File: config.mk
export PLATFORM = sky130hd
export DESIGN_NAME = latch_select_substatus_report
export DESIGN_NICKNAME = d
export VERILOG_FILES = /design/src/rtl/latch_select_pkg.sv /design/src/rtl/latch_select_substatus_report.sv
export VERILOG_INCLUDE_DIRS = /design/src /design/src/rtl
export SDC_FILE = /design/constraint.sdc
export NUM_CORES = 1
export LEC_CHECK = 0
export ABC_AREA = 1
export BUFFER_PORTS_ARGS = -buffer_cell sky130_fd_sc_hd__buf_2
export CORE_ASPECT_RATIO = 0.75
export CORE_MARGIN = 10
export CORE_UTILIZATION = 50
export CTS_BUF_LIST = sky130_fd_sc_hd__clkbuf_4
export DETAILED_ROUTE_END_ITERATION = 8
export PLACE_DENSITY_LB_ADDON = 0.2
export SETUP_SLACK_MARGIN = 0.3
export SLEW_MARGIN = 5
export SYNTH_ARGS = -nofsm -noshare
export SYNTH_HDL_FRONTEND = slang
export SYNTH_SLANG_ARGS = --single-unit
export TNS_END_PERCENT = 100
File: constraint.sdc
create_clock -name clock -period 1.9 [get_ports clock]
set_input_delay 0.38 -clock clock [delete_from_list [all_inputs] [get_ports clock]]
set_output_delay 0.38 -clock clock [all_outputs]
set_load 0.005 [all_outputs]
File: src/rtl/latch_select_consts.svh
// constants for the latch source select and substatus report block
// assumes one 250 MHz clock and a synchronous active-high reset
`ifndef LATCH_SELECT_CONSTS_SVH
`define LATCH_SELECT_CONSTS_SVH
`define SEL_ORIGIN      2'h0
`define SEL_EXT_ONE     2'h1
`define SEL_EXT_TWO     2'h2
`define SEL_EXT_THREE   2'h3
`define SUB_ALARM_BIT   0
`define SUB_WARN_BIT    1
`define SUB_READY_BIT   2
`define MON_ORIGIN_BIT  5
`define MON_TRIG_ONE_BIT    6
`define MON_TRIG_TWO_BIT    7
`define MON_TRIG_THREE_BIT  8
`define CAP_MODE_ZERO   8'h00
`endif

File: src/rtl/latch_select_pkg.sv
// types for the latch source select and substatus report block
// assumes the constants header is included by the design file
package latch_select_pkg;
	// command codes presented on the command port
	typedef enum logic [2:0] {
		CMD_NONE   = 3'h0,
		CMD_LATCH  = 3'h1,
		CMD_EXPOS  = 3'h2,
		CMD_HOMING = 3'h3,
		CMD_CSTART = 3'h4,
		CMD_CSTOP  = 3'h5,
		CMD_SERVO  = 3'h6,
		CMD_MON    = 3'h7
	} command_t;

	// latch activity state, one-hot
	typedef enum logic [2:0] {
		ST_IDLE   = 3'b001,
		ST_SINGLE = 3'b010,
		ST_CONT   = 3'b100
	} latch_state_t;

	typedef struct packed {
		latch_state_t state;
		logic [1:0]   srcSel;
		logic [3:0]   trigPrev;
		logic [31:0]  latchPos;
		logic         latchDone;
		logic [7:0]   cmpCount;
		logic [3:0]   stepNum;
		logic         extEnable;
		logic [7:0]   substatus;
		logic [15:0]  extStatus;
		logic [15:0]  ioMonitor;
	} core_t;
endpackage : latch_select_pkg

File: src/rtl/latch_select_substatus_report.sv
// latch source decode, latch capture and substatus / extension status report
// assumes commands, inputs and flags are synchronous to clock
`include "latch_select_consts.svh"

module latch_select_substatus_report (
	input  wire logic                      clock,               // 250 MHz clock
	input  wire logic                      rst,                 // sync reset, high
	input  wire logic                      cmdValid,            // command strobe, one cycle
	input  wire latch_select_pkg::command_t cmdCode,            // command or subcommand code
	input  wire logic [7:0]                latchSourceSelect,   // latch source select byte
	input  wire logic [7:0]                captureModeParam,    // continuous capture mode param
	input  wire logic [3:0]                seqLength,           // steps per continuous sequence
	input  wire logic                      subcmdAlarmIn,       // subcommand alarm condition
	input  wire logic                      subcmdWarnIn,        // subcommand warning condition
	input  wire logic                      subcmdBusyIn,        // subcommand processing busy
	input  wire logic                      originPulse,         // encoder origin pulse
	input  wire logic                      externalTriggerOne,  // external latch input one
	input  wire logic                      externalTriggerTwo,  // external latch input two
	input  wire logic                      externalTriggerThree,// external latch input three
	input  wire logic [31:0]               feedbackPos,         // feedback position
	output logic [31:0]                    latchPos,            // captured position
	output logic                           latchDone,           // capture pulse, one cycle
	output logic [7:0]                     substatusByte,       // frame byte 18
	output logic [15:0]                    extStatusWord,       // frame bytes 28..29
	output logic [15:0]                    ioMonitorWord        // input monitor word
);
	latch_select_pkg::core_t cur_r, cur_nxt;

	logic [3:0] trigNow;
	logic [3:0] rise;
	logic       srcUsed;
	logic       selHit;
	logic       stepWrap;

	// true for the commands that read the select byte
	function automatic logic usesSelect(input latch_select_pkg::command_t c,
	                                    input logic [7:0] mode);
		usesSelect = (c == latch_select_pkg::CMD_LATCH) ||
		             (c == latch_select_pkg::CMD_EXPOS) ||
		             (c == latch_select_pkg::CMD_HOMING) ||
		             (c == latch_select_pkg::CMD_SERVO) ||
		             ((c == latch_select_pkg::CMD_CSTART) && (mode == `CAP_MODE_ZERO));
	endfunction : usesSelect

	// next state; edges are taken against last cycle's raw inputs
	always_comb begin
		cur_nxt   = cur_r;
		trigNow   = {externalTriggerThree, externalTriggerTwo, externalTriggerOne, originPulse};
		rise      = trigNow & ~cur_r.trigPrev;
		srcUsed   = cmdValid && usesSelect(cmdCode, captureModeParam);
		selHit    = rise[cur_r.srcSel] && (cur_r.state != latch_select_pkg::ST_IDLE);
		stepWrap  = (cur_r.stepNum + 4'h1) >= seqLength;
		cur_nxt.trigPrev  = trigNow;
		cur_nxt.latchDone = 1'b0;
		if (srcUsed) begin
			cur_nxt.srcSel = latchSourceSelect[1:0];
		end
		// capture only from the selected source
		if (selHit) begin
			cur_nxt.latchPos  = feedbackPos;
			cur_nxt.latchDone = 1'b1;
		end
		unique case (cur_r.state)
			latch_select_pkg::ST_IDLE: begin
			end
			latch_select_pkg::ST_SINGLE: begin
				cur_nxt.cmpCount = 8'h00;
				cur_nxt.stepNum  = 4'h0;
				if (selHit) begin
					cur_nxt.state = latch_select_pkg::ST_IDLE;
				end
			end
			latch_select_pkg::ST_CONT: begin
				// each capture is one step; a full pass bumps the count
				if (selHit) begin
					if (stepWrap) begin
						cur_nxt.stepNum  = 4'h0;
						cur_nxt.cmpCount = cur_r.cmpCount + 8'h01;
					end else begin
						cur_nxt.stepNum = cur_r.stepNum + 4'h1;
					end
				end
			end
		endcase
		if (cmdValid) begin
			if (cmdCode == latch_select_pkg::CMD_LATCH || cmdCode == latch_select_pkg::CMD_EXPOS ||
			    cmdCode == latch_select_pkg::CMD_HOMING ||
			    cmdCode == latch_select_pkg::CMD_SERVO) begin
				cur_nxt.state    = latch_select_pkg::ST_SINGLE;
				cur_nxt.cmpCount = 8'h00;
				cur_nxt.stepNum  = 4'h0;
			end
			if (cmdCode == latch_select_pkg::CMD_CSTART) begin
				cur_nxt.state    = latch_select_pkg::ST_CONT;
				cur_nxt.cmpCount = 8'h00;
				cur_nxt.stepNum  = 4'h0;
			end
			if (cmdCode == latch_select_pkg::CMD_CSTOP) begin
				cur_nxt.state = latch_select_pkg::ST_IDLE;
			end
			// monitoring switched on by these three subcommands
			if (cmdCode == latch_select_pkg::CMD_MON || cmdCode == latch_select_pkg::CMD_CSTART ||
			    cmdCode == latch_select_pkg::CMD_CSTOP) begin
				cur_nxt.extEnable = 1'b1;
			end
		end
		// reserved bits stay zero
		cur_nxt.substatus = 8'h00;
		cur_nxt.substatus[`SUB_ALARM_BIT] = subcmdAlarmIn;
		cur_nxt.substatus[`SUB_WARN_BIT]  = subcmdWarnIn;
		cur_nxt.substatus[`SUB_READY_BIT] = ~subcmdBusyIn;
		cur_nxt.extStatus = 16'h0000;
		if (cur_r.extEnable) begin
			cur_nxt.extStatus = {4'h0, cur_r.stepNum, cur_r.cmpCount};
		end
		cur_nxt.ioMonitor = 16'h0000;
		cur_nxt.ioMonitor[`MON_ORIGIN_BIT] = originPulse;
		cur_nxt.ioMonitor[`MON_TRIG_ONE_BIT]   = externalTriggerOne;
		cur_nxt.ioMonitor[`MON_TRIG_TWO_BIT]   = externalTriggerTwo;
		cur_nxt.ioMonitor[`MON_TRIG_THREE_BIT] = externalTriggerThree;
	end

	// whole state in one register; reset values are constants
	always_ff @(posedge clock) begin
		if (rst) begin
			cur_r       <= '0;
			cur_r.state <= latch_select_pkg::ST_IDLE;
		end else begin
			cur_r <= cur_nxt;
		end
	end

	assign latchPos      = cur_r.latchPos;
	assign latchDone     = cur_r.latchDone;
	assign substatusByte = cur_r.substatus;
	assign extStatusWord = cur_r.extStatus;
	assign ioMonitorWord = cur_r.ioMonitor;

	AST_SEL_DECODE: assert property (@(posedge clock) disable iff (rst)
		cmdValid && cmdCode == latch_select_pkg::CMD_LATCH
		|=> cur_r.srcSel == $past(latchSourceSelect[1:0]))
		else $error("select bits not taken");
	AST_SEL_IGNORED: assert property (@(posedge clock) disable iff (rst)
		cmdValid && cmdCode == latch_select_pkg::CMD_CSTART && captureModeParam != `CAP_MODE_ZERO
		|=> $stable(cur_r.srcSel))
		else $error("select taken in nonzero mode");
	AST_ALARM: assert property (@(posedge clock) disable iff (rst)
		##1 substatusByte[`SUB_ALARM_BIT] == $past(subcmdAlarmIn) && substatusByte[7:3] == 5'h00)
		else $error("alarm bit wrong");
	AST_READY: assert property (@(posedge clock) disable iff (rst)
		subcmdBusyIn |=> !substatusByte[`SUB_READY_BIT])
		else $error("ready while busy");
	AST_EXT_EN: assert property (@(posedge clock) disable iff (rst)
		cmdValid && cmdCode == latch_select_pkg::CMD_MON |=> cur_r.extEnable)
		else $error("monitor not enabled");
	AST_COUNT: assert property (@(posedge clock) disable iff (rst)
		cur_r.state == latch_select_pkg::ST_CONT && selHit && stepWrap && !cmdValid
		|=> cur_r.cmpCount == $past(cur_r.cmpCount) + 8'h01)
		else $error("count not advanced");
	AST_STEP: assert property (@(posedge clock) disable iff (rst)
		cur_r.extEnable |=> extStatusWord[11:8] == $past(cur_r.stepNum))
		else $error("step number not shown");
	AST_SINGLE_ZERO: assert property (@(posedge clock) disable iff (rst)
		cur_r.state == latch_select_pkg::ST_SINGLE
		|=> cur_r.cmpCount == 8'h00 && cur_r.stepNum == 4'h0)
		else $error("counts nonzero in single latch");
	AST_IOMON: assert property (@(posedge clock) disable iff (rst)
		##1 ioMonitorWord[`MON_TRIG_THREE_BIT] == $past(externalTriggerThree))
		else $error("input three monitor wrong");
	AST_ORIGIN: assert property (@(posedge clock) disable iff (rst)
		##1 ioMonitorWord[`MON_ORIGIN_BIT] == $past(originPulse))
		else $error("origin monitor wrong");
	AST_CAPTURE: assert property (@(posedge clock) disable iff (rst)
		latchDone |-> latchPos == $past(feedbackPos) && $past(rise[cur_r.srcSel]))
		else $error("capture from wrong source");

	// status words carry last cycle's inputs and nothing else
	AST_WARN: assert property (@(posedge clock) disable iff (rst)
		##1 substatusByte[`SUB_WARN_BIT] == $past(subcmdWarnIn))
		else $error("warning bit wrong");
	AST_IOMON_ONE: assert property (@(posedge clock) disable iff (rst)
		##1 ioMonitorWord[`MON_TRIG_ONE_BIT] == $past(externalTriggerOne))
		else $error("input one monitor wrong");
	AST_IOMON_TWO: assert property (@(posedge clock) disable iff (rst)
		##1 ioMonitorWord[`MON_TRIG_TWO_BIT] == $past(externalTriggerTwo))
		else $error("input two monitor wrong");

	// the select byte must survive commands that do not own it
	AST_SRC_KEEP: assert property (@(posedge clock) disable iff (rst)
		cmdValid && (cmdCode == latch_select_pkg::CMD_MON ||
		cmdCode == latch_select_pkg::CMD_CSTOP || cmdCode == latch_select_pkg::CMD_NONE)
		|=> $stable(cur_r.srcSel))
		else $error("select taken by a foreign command");

	// monitoring, once on, stays on; while off the word reads zero
	AST_EXT_CONT: assert property (@(posedge clock) disable iff (rst)
		cmdValid && (cmdCode == latch_select_pkg::CMD_CSTART ||
		cmdCode == latch_select_pkg::CMD_CSTOP) |=> cur_r.extEnable)
		else $error("capture subcommand did not enable monitoring");
	AST_EXT_OFF: assert property (@(posedge clock) disable iff (rst)
		!cur_r.extEnable |=> extStatusWord == 16'h0000)
		else $error("extension status shown while disabled");

	// counters advance only on a selected capture in continuous mode
	AST_COUNT_SHOWN: assert property (@(posedge clock) disable iff (rst)
		cur_r.extEnable |=> extStatusWord[7:0] == $past(cur_r.cmpCount))
		else $error("count not shown");
	AST_CONT_HOLD: assert property (@(posedge clock) disable iff (rst)
		cur_r.state == latch_select_pkg::ST_CONT && !selHit && !cmdValid
		|=> $stable(cur_r.cmpCount) && $stable(cur_r.stepNum))
		else $error("counters moved without a capture");
	AST_STEP_ADV: assert property (@(posedge clock) disable iff (rst)
		cur_r.state == latch_select_pkg::ST_CONT && selHit && !stepWrap && !cmdValid
		|=> cur_r.stepNum == $past(cur_r.stepNum) + 4'h1)
		else $error("step number not advanced");
	AST_SINGLE_EXT: assert property (@(posedge clock) disable iff (rst)
		cur_r.state == latch_select_pkg::ST_SINGLE |=> extStatusWord == 16'h0000)
		else $error("extension status nonzero in single latch");

	// a capture needs a rising edge on the selected source outside idle
	AST_SEL_HIT: assert property (@(posedge clock) disable iff (rst)
		rise[cur_r.srcSel] && cur_r.state != latch_select_pkg::ST_IDLE
		|=> latchDone && latchPos == $past(feedbackPos))
		else $error("selected edge not captured");
	AST_UNSEL: assert property (@(posedge clock) disable iff (rst)
		!rise[cur_r.srcSel] |=> !latchDone)
		else $error("capture without a selected edge");
	AST_IDLE_NO_CAP: assert property (@(posedge clock) disable iff (rst)
		cur_r.state == latch_select_pkg::ST_IDLE |=> !latchDone)
		else $error("capture while idle");
endmodule : latch_select_substatus_report

Word level (Yosys, flattened, before mapping)
Index checks and enable logic that the tools add are counted.
{ "word_totals": {"register_bits": 91, "wordCells": 60, "in_bits": 65, "out_inout_bits": 73} }
{ "classes": {"n_bitwise": 4, "muxes": 17, "addsub": 2, "magnitude_cmp": 2, "n_eq_ne": 10, "reduce_logical": 12} }
{ "ops": {"columns": ["cell", "n"], "rows": [
  ["2-to-1 mux 12 bit", 3],
  ["one-hot mux 12 bit (2 select lines)", 1],
  ["2-to-1 mux 3 bit", 6],
  ["equality test 3 bit, second input constant", 5],
  ["2-to-1 mux 13 bit", 1],
  ["equality test 3 x 2 -> 1 bit, second input constant", 3],
  ["adder 8 x 1 -> 8 bit, second input constant", 1],
  ["zero test 8 bit", 1],
  ["2-to-1 mux 8 bit", 1],
  ["logical OR 1 bit", 6],
  ["adder 4 x 1 -> 4 bit, second input constant", 1],
  ["bitwise AND 4 bit", 1],
  [">= comparator 4 bit", 1],
  ["2-to-1 mux 4 bit", 1],
  ["NOT 4 bit", 1],
  ["equality test 3 x 1 -> 1 bit, second input constant", 1],
  ["logical AND 1 bit", 3],
  ["less-than comparator 2 x 3 -> 1 bit, second input constant", 1],
  ["2-to-1 mux 1 bit", 3],
  ["inequality test 3 x 1 -> 1 bit, second input constant", 1],
  ["binary-select mux 1 bit (select 2 bit)", 1],
  ["NOT 1 bit", 2],
  ["AND reduction 2 bit", 1],
  ["OR reduction 2 bit", 1]
]} }

Logic depth before layout (Yosys ltp)
Gate-level depths: netlist of run 1.
{ "logic_depth": {"word_depth": 11, "ltp_mapped": 13, "depth_no_buf": 13} }

Worst setup path before layout of run 1
No wires, ideal clock.
{ "synth_path": {"kind": "flip-flop to flip-flop", "startpoint": "register cur_r[41] (netlist bit)", "endpoint": "register cur_r[52] (netlist bit)", "path_buffers": 0, "setup_ns": 0.115, "stages_incl_launch_ff": 11, "arrival_time_ns": 1.644, "synth_period_minus_slack_ns": 1.759, "t_required_ns": 1.785, "setup_slack_ns": 0.141, "cell_sequence": "dfxtp_1 > nand3_1 > nand2_1 > nand2_1 > ha_1 > a21oi_1 > nand3_2 > nand2_1 > nor2_1 > a21boi_1 > nor2_1"} }
{ "synth_via": {"elab_chain_cells": 8} }
{ "synth_lines": {"columns": ["item", "line_no", "rtl"], "rows": [
  ["start, declared", "latch_select_substatus_report.sv:27", "latch_select_pkg::core_t cur_r, cur_nxt;"],
  ["start signal, assigned", "latch_select_substatus_report.sv:129", "cur_r <= cur_nxt;"],
  ["adder 4 x 1 -> 4 bit *", "latch_select_substatus_report.sv:52", "stepWrap = (cur_r.stepNum + 4'h1) >= seqLength;"],
  [">= comparator 4 bit *", "latch_select_substatus_report.sv:52", null],
  ["2-to-1 mux 8 bit *", "latch_select_substatus_report.sv:76", "if (stepWrap) begin"],
  ["2-to-1 mux 12 bit *", "latch_select_substatus_report.sv:75", "if (selHit) begin"],
  ["one-hot mux 12 bit (2 select lines) *", "latch_select_substatus_report.sv:63", "unique case (cur_r.state)"],
  ["2-to-1 mux 12 bit", "latch_select_substatus_report.sv:86", "if (cmdCode == latch_select_pkg::CMD_LATCH || cmdCode == latch_select_pkg::CMD_EXPOS ||"],
  ["2-to-1 mux 12 bit", "latch_select_substatus_report.sv:93", "if (cmdCode == latch_select_pkg::CMD_CSTART) begin"],
  ["2-to-1 mux 13 bit *", "latch_select_substatus_report.sv:85", "if (cmdValid) begin"]
]} }
Every way passes the cells marked *; elsewhere a longest branch is shown, timed or not.
A chain may end at the register's enable or synchronous reset.

Final worst setup path of run 1
{ "layout_path": {"startpoint": "register cur_r[41] (netlist bit)", "endpoint": "register cur_r[46] (netlist bit)"} }
The elaborated chain is that of the path after synthesis.

==> results of run 1 <==
power groups by stage:
stage / Sequential, mW / Combinational, mW / Clock [mW]
after floorplan: 1.60 / 0.384 / 0
after global placement: 1.60 / 0.436 / 0
after detailed placement: 1.60 / 0.445 / 0
after CTS: 1.57 / 0.454 / 1.25
after global routing: 1.58 / 0.533 / 1.31
final: 1.57 / 0.475 / 1.21
kinds of logic after synthesis:
family / count (synthesis) / share of synthesized area
buf+inv: 130 / 0.234
compound gates: 56 / 0.0845
simple gates: 198 / 0.250
other cells: 1 / 0.00109
xor+xnor: 1 / 0.00254
flops: 70 / 0.406
fa+ha+maj: 6 / 0.0218
final cells by class:
| type | count | area share |
|---|---|---|
| inverters | 45 | 0.0422 |
| clock inverters | 6 | 0.0275 |
| flip-flops and latches | 70 | 0.353 |
| clock buffers | 10 | 0.0188 |
| repair buffers | 123 | 0.169 |
| multi-input cells | 283 | 0.362 |
| well taps | 84 | 0.0263 |
| diodes | 1 | 0.000626 |
critical path: stages (launching register included):
cell,delay (ps)
dfxtp_4,380
ha_4,160
xor2_2,150
ha_1,300
nand4_1,170
buf_4,200
nand3_4,80
buf_4,130
nand3_2,80
a21oi_2,120
registers in the layout, indices dropped and copies added (netlist names):
name / count
cur_r: 18
extStatusWord: 12
ioMonitorWord: 4
latchDone: 1
latchPos: 32
substatusByte: 3
routing by layer:
metal | track usage | vias to the layer above | routed length, um
li1 | - | 1499 | -
met1 | 0.170 | 1346 | 3520
met2 | 0.250 | 97 | 4080
met3 | 0.0579 | 13 | 615
met4 | 0.0520 | 0 | 146
met5 | 0 | - | 0
synthesized netlist by cell type (all sizes together):
library cell  instances  area (um2)
a21boi                2        15.0
a21oi                43         215
a31oi                 1        6.26
buf                  80         618
clkbuf                5        18.8
conb                  1        3.75
dfxtp                70        1400
ha                    6        75.1
inv                  45         169
nand2               118         450
nand3                26         160
nand3b                1        7.51
nand4                 5        31.3
nor2                 47         208
nor3                  1        5.00
o21ai                 8        40.0
o21bai                1        7.51
o31ai                 1        7.51
xor2                  1        8.76
worst paths after layout:
check / startpoint / depth (start not counted) / to
min reg2reg: cur_r[52] / 2 / extStatusWord[7]
max: cur_r[41] / 9 / cur_r[46]
min: subcmdBusyIn / 2 / substatusByte[2]
max reg2reg: cur_r[41] / 9 / cur_r[46]
stage by stage:
stage          setup TNS, ps  setup slack, ps  area [um2]
2_1_floorplan              0              227        3540
3_3_place_gp               0              111        3620
3_5_place_dp               0             69.8        3620
4_1_cts                    0              109        3890
5_1_grt                -96.7            -47.2        4000
6_report                   0             82.5        4000
cells in the final DEF (no fill, tap or decap), types with 2 or more instances in the layout:
master      count
a21oi_1        40
ha_4            2
conb_1         21
inv_1          43
nand3_1        15
a21oi_2         2
nand2_4         3
ha_1            4
a21boi_1        2
clkinvlp_4      2
buf_4          10
clkbuf_4       10
buf_2         110
nand3_2        10
bufinv_16       3
dfxtp_1        66
nor2_4          2
inv_2           2
nand3_4         2
nor2_1         41
o21ai_0         7
nor2_2          3
buf_12          2
dfxtp_4         3
nand4_1         5
nand2_1       112
nand2_2         3
what timing repair did:
action,in CTS,in global routing
setup buffers,2,6
pin swaps,14,16
endpoints found under the setup margin,12,15
resized for setup,10,18
cloned,1,0
==> metrics.txt, run 1 <==
register area share after synthesis 0.406; Num CTS Buffers 9; DIE AREA about 11000 um2; Die H approximately 92 um; DIE WIDTH 116 um; Final Routed Wirelength 8370 um; Pwr Total approximately 3.2 mW; switch share 0.258; Final Util 0.591; fmax ~0.55 GHz; area taken by multi-input logic gates 1450 um2; Final min period about 1800 ps; share of cells above drive strength 1 0.326; period utilisation layout 0.957; Final Wtd Congestion between 0.7 and 0.8; clock slew at the register clock pins of the worst setup and hold paths ~120 ps; vias in the first global route roughly 2900; RSZ-0062 raised after global routing yes; Synth warnings 0; Seq cells post-synth 70; worst slew pin tran between 500 and 600 ps; max-slew violation count 0; status finished clean; remaining global-route overflow 0; WP data arrival 2160 ps; CP Class reg -> reg; startpoint types flop; first-pass GRT wire length 13000 um; Reg area 1410 um2; GRT Resource Usage Total 0.149; register share of total power 0.482; Starting Density 0.510; antenna violations before repair 1; routed vias/inst about 4.8; WHS approximately 110 ps; combinational fraction of design power 0.146; critical path required time between 2000 and 2500 ps; Top-Level Pins around 140; drt wl/cell 13.5 um; Synth Area per Inst around 7.5 um2; post-route ant nets 0; synthesized cell area 3450 um2; Synth cell types 27; Setup-failing EPs final 0; Final Non-Filler Cells 622; Lkg Pwr 1.96 nW; Max Root-Sink Buffers 2; Final #Nets 603; CTS Root Buffer Type clkbuf_4; reg2reg setup slack just over 80 ps; VDD IR max approximately 390 uV; pin count of the biggest net entering global routing 34; core area between 6000 and 7000 um2; P per Cell Area 812 nW/um2; Port-buffer cells 110; row cnt 26; Net Switching between 0.8 and 0.9 mW; placed cell count 596; # hold bufs at CTS 0; Area Growth Syn to Fin 16.0%; detailed placement HPWL approximately 6000 um; Fin. Hold Viols 0; Relative slew margins 0.653; maxcap violations 0; Critical Path Sink Type flop; DR pass1 iterations 4; Synth Instances approximately 460; Hold WC Path Type in -> reg; CTS tree yes; worst clock skew 15.4 ps; via count between 2000 and 3000; power share of the clock group 0.372; initial DRC count between 150 and 200; CTS H-tree lvls 3; Cell Int Power 2.41 mW; worst-path maximum fanout 5; clk sinks 70; fillers between 600 and 700; # DRC 0; clk_lat worst skew ~410 ps
No activity file was read; power rests on OpenSTA's default activity.
==> run 2, diff against run 1 <==
- RECOVER_POWER: not set -> 100
==> run 2 against run 1 <==
Compared with the run above:
- register-to-register slack about the same
- largest cell class unchanged
- sequential power about the same
- combinational power decreased by 3%
- design area decreased by 1.6%
- clock power about the same
- global-route usage unchanged
- sequential share of layout area increased by 0.57 points
==> metrics.txt, run 2 (same netlist as run 1, synthesis figures left out) <==
CP startpoint cur_r[41]; CP Class reg -> reg; Final min period roughly 1800 ps; slowest CP cell dfxtp_4; area taken by multi-input logic gates ~1400 um2; maxcap violations 0; Hold WC Path Type in -> reg; Final Wtd Congestion between 0.7 and 0.8; register share of total power 0.484; core area just under 7000 um2; Final Util 0.582; DR pass1 iterations 4; power share of the clock group 0.374; Area Growth Syn to Fin 14.2%; fmax approximately 0.55 GHz; combinational fraction of design power 0.142; Lkg Pwr around 1.8 nW; clk sinks 70; P per Cell Area 822 nW/um2; placed cell count ~600; first-pass GRT wire length about 13000 um; Largest stage delay, worst path roughly 380 ps; Final #Nets about 600; max FFs per register 32; Critical Path Sink Type flop; # DRC 0; initial DRC count between 150 and 200; Die H 91.9 um; commonest non-fill, non-tap cell in the layout nand2_1; switch share 0.259; VDD IR max about 380 uV; most frequent cells in the layout nand2_1 (112), buf_2 (71), dfxtp_1 (66); CP Cell Sequence ha_4 -> xor2_2 -> ha_1 -> nand4_1 -> buf_4 -> nand3_4 -> buf_4 -> nand3_2 -> a21oi_2; CTS H-tree lvls 3; GRT Resource Usage Total 0.149; max-slew violation count 0; share of cells above drive strength 1 0.246; pin count of the biggest net entering global routing 34; clk_lat worst skew approximately 400 ps; DIE AREA between 10000 and 15000 um2; Worst Hold Launch subcmdBusyIn; Num CTS Buffers 9; Fin. Hold Viols 0; period utilisation layout 0.956; CTS tree yes; Final Non-Filler Cells 622; vias in the first global route between 2000 and 3000; Top-Level Pins about 140; WP data arrival 2160 ps; post-route ant nets 0; RSZ-0062 raised after global routing yes; Pwr Total between 3 and 4 mW; clock slew at the register clock pins of the worst setup and hold paths between 100 and 150 ps; detailed placement HPWL roughly 6000 um; Final Routed Wirelength 8410 um; antenna violations before repair 1; via count 2940; critical path required time roughly 2300 ps; status finished clean; Port-buffer cells 110; Reg area approximately 1400 um2; Setup-failing EPs final 0; # hold bufs at CTS 0; Max Root-Sink Buffers 2; Relative slew margins 0.650; routed vias/inst 4.73; Net Switching approximately 0.84 mW; fillers around 660; CTS Root Buffer Type clkbuf_4; worst slew pin tran 524 ps; worst clock skew between 10 and 15 ps; drt wl/cell 13.5 um; Cell Int Power 2.40 mW; DIE WIDTH roughly 120 um; row cnt 26; worst-path maximum fanout 5; r2r startpoint cur_r[41]; WHS 111 ps; Starting Density 0.510; remaining global-route overflow 0; setup TNS 0 ps; Critical Path Most Common Cell buf_4; startpoint types flop
[run 2: per-stage QoR]
stage	worst slack (ps)	area, um2
after floorplan	227	3540
after global placement	111	3620
after CTS	109	3890
after detailed placement	69.8	3620
final	83.5	3940
after global routing	-47.2	3940
[run 2: final cells by class]
cell class / instances / share of cell area
diodes: 1 / 0.000636
multi-input cells: 283 / 0.364
clock buffers: 10 / 0.0191
repair buffers: 123 / 0.160
clock inverters: 6 / 0.0280
flip-flops and latches: 70 / 0.359
well taps: 84 / 0.0267
inverters: 45 / 0.0429
[run 2: path summary, 6_finish.rpt]
| path | end | slack [ps] | cells past startpoint |
|---|---|---|---|
| worst max-delay path | cur_r[46] | 80 | 9 |
| worst min-delay path | substatusByte[2] | 110 | 2 |
| worst max register to register | cur_r[46] | 80 | 9 |
| worst min register to register | extStatusWord[7] | 460 | 2 |
[run 2: what timing repair did]
item                       CTS  global route
pin swaps                   14            16
setup buffers                2             6
setup endpoints to repair   12            15
gates cloned                 1             0
gates resized for setup     10            18
[run 2: worst max-delay path: cells and delay by family, from the launching register on]
kind / cells / cell delay (ps)
compound gates: 1 / 120
flops: 1 / 380
simple gates: 3 / 330
fa+ha+maj: 2 / 460
xor+xnor: 1 / 150
buf+inv: 2 / 330
[run 2: per-layer routing]
metal,track usage,vias to the layer above,part of all wire
met1,0.170,1333,0.42
met4,0.0520,0,0.023
li1,-,1498,-
met5,0,-,0
met2,0.250,92,0.49
met3,0.0579,17,0.070
[run 2: power by group through the flow]
stage	combinational, mW	sequential (mW)	clock, mW
after detailed placement	0.445	1.60	0
after global routing	0.516	1.58	1.31
final	0.459	1.57	1.21
after CTS	0.454	1.57	1.25
after floorplan	0.384	1.60	0
after global placement	0.436	1.60	0
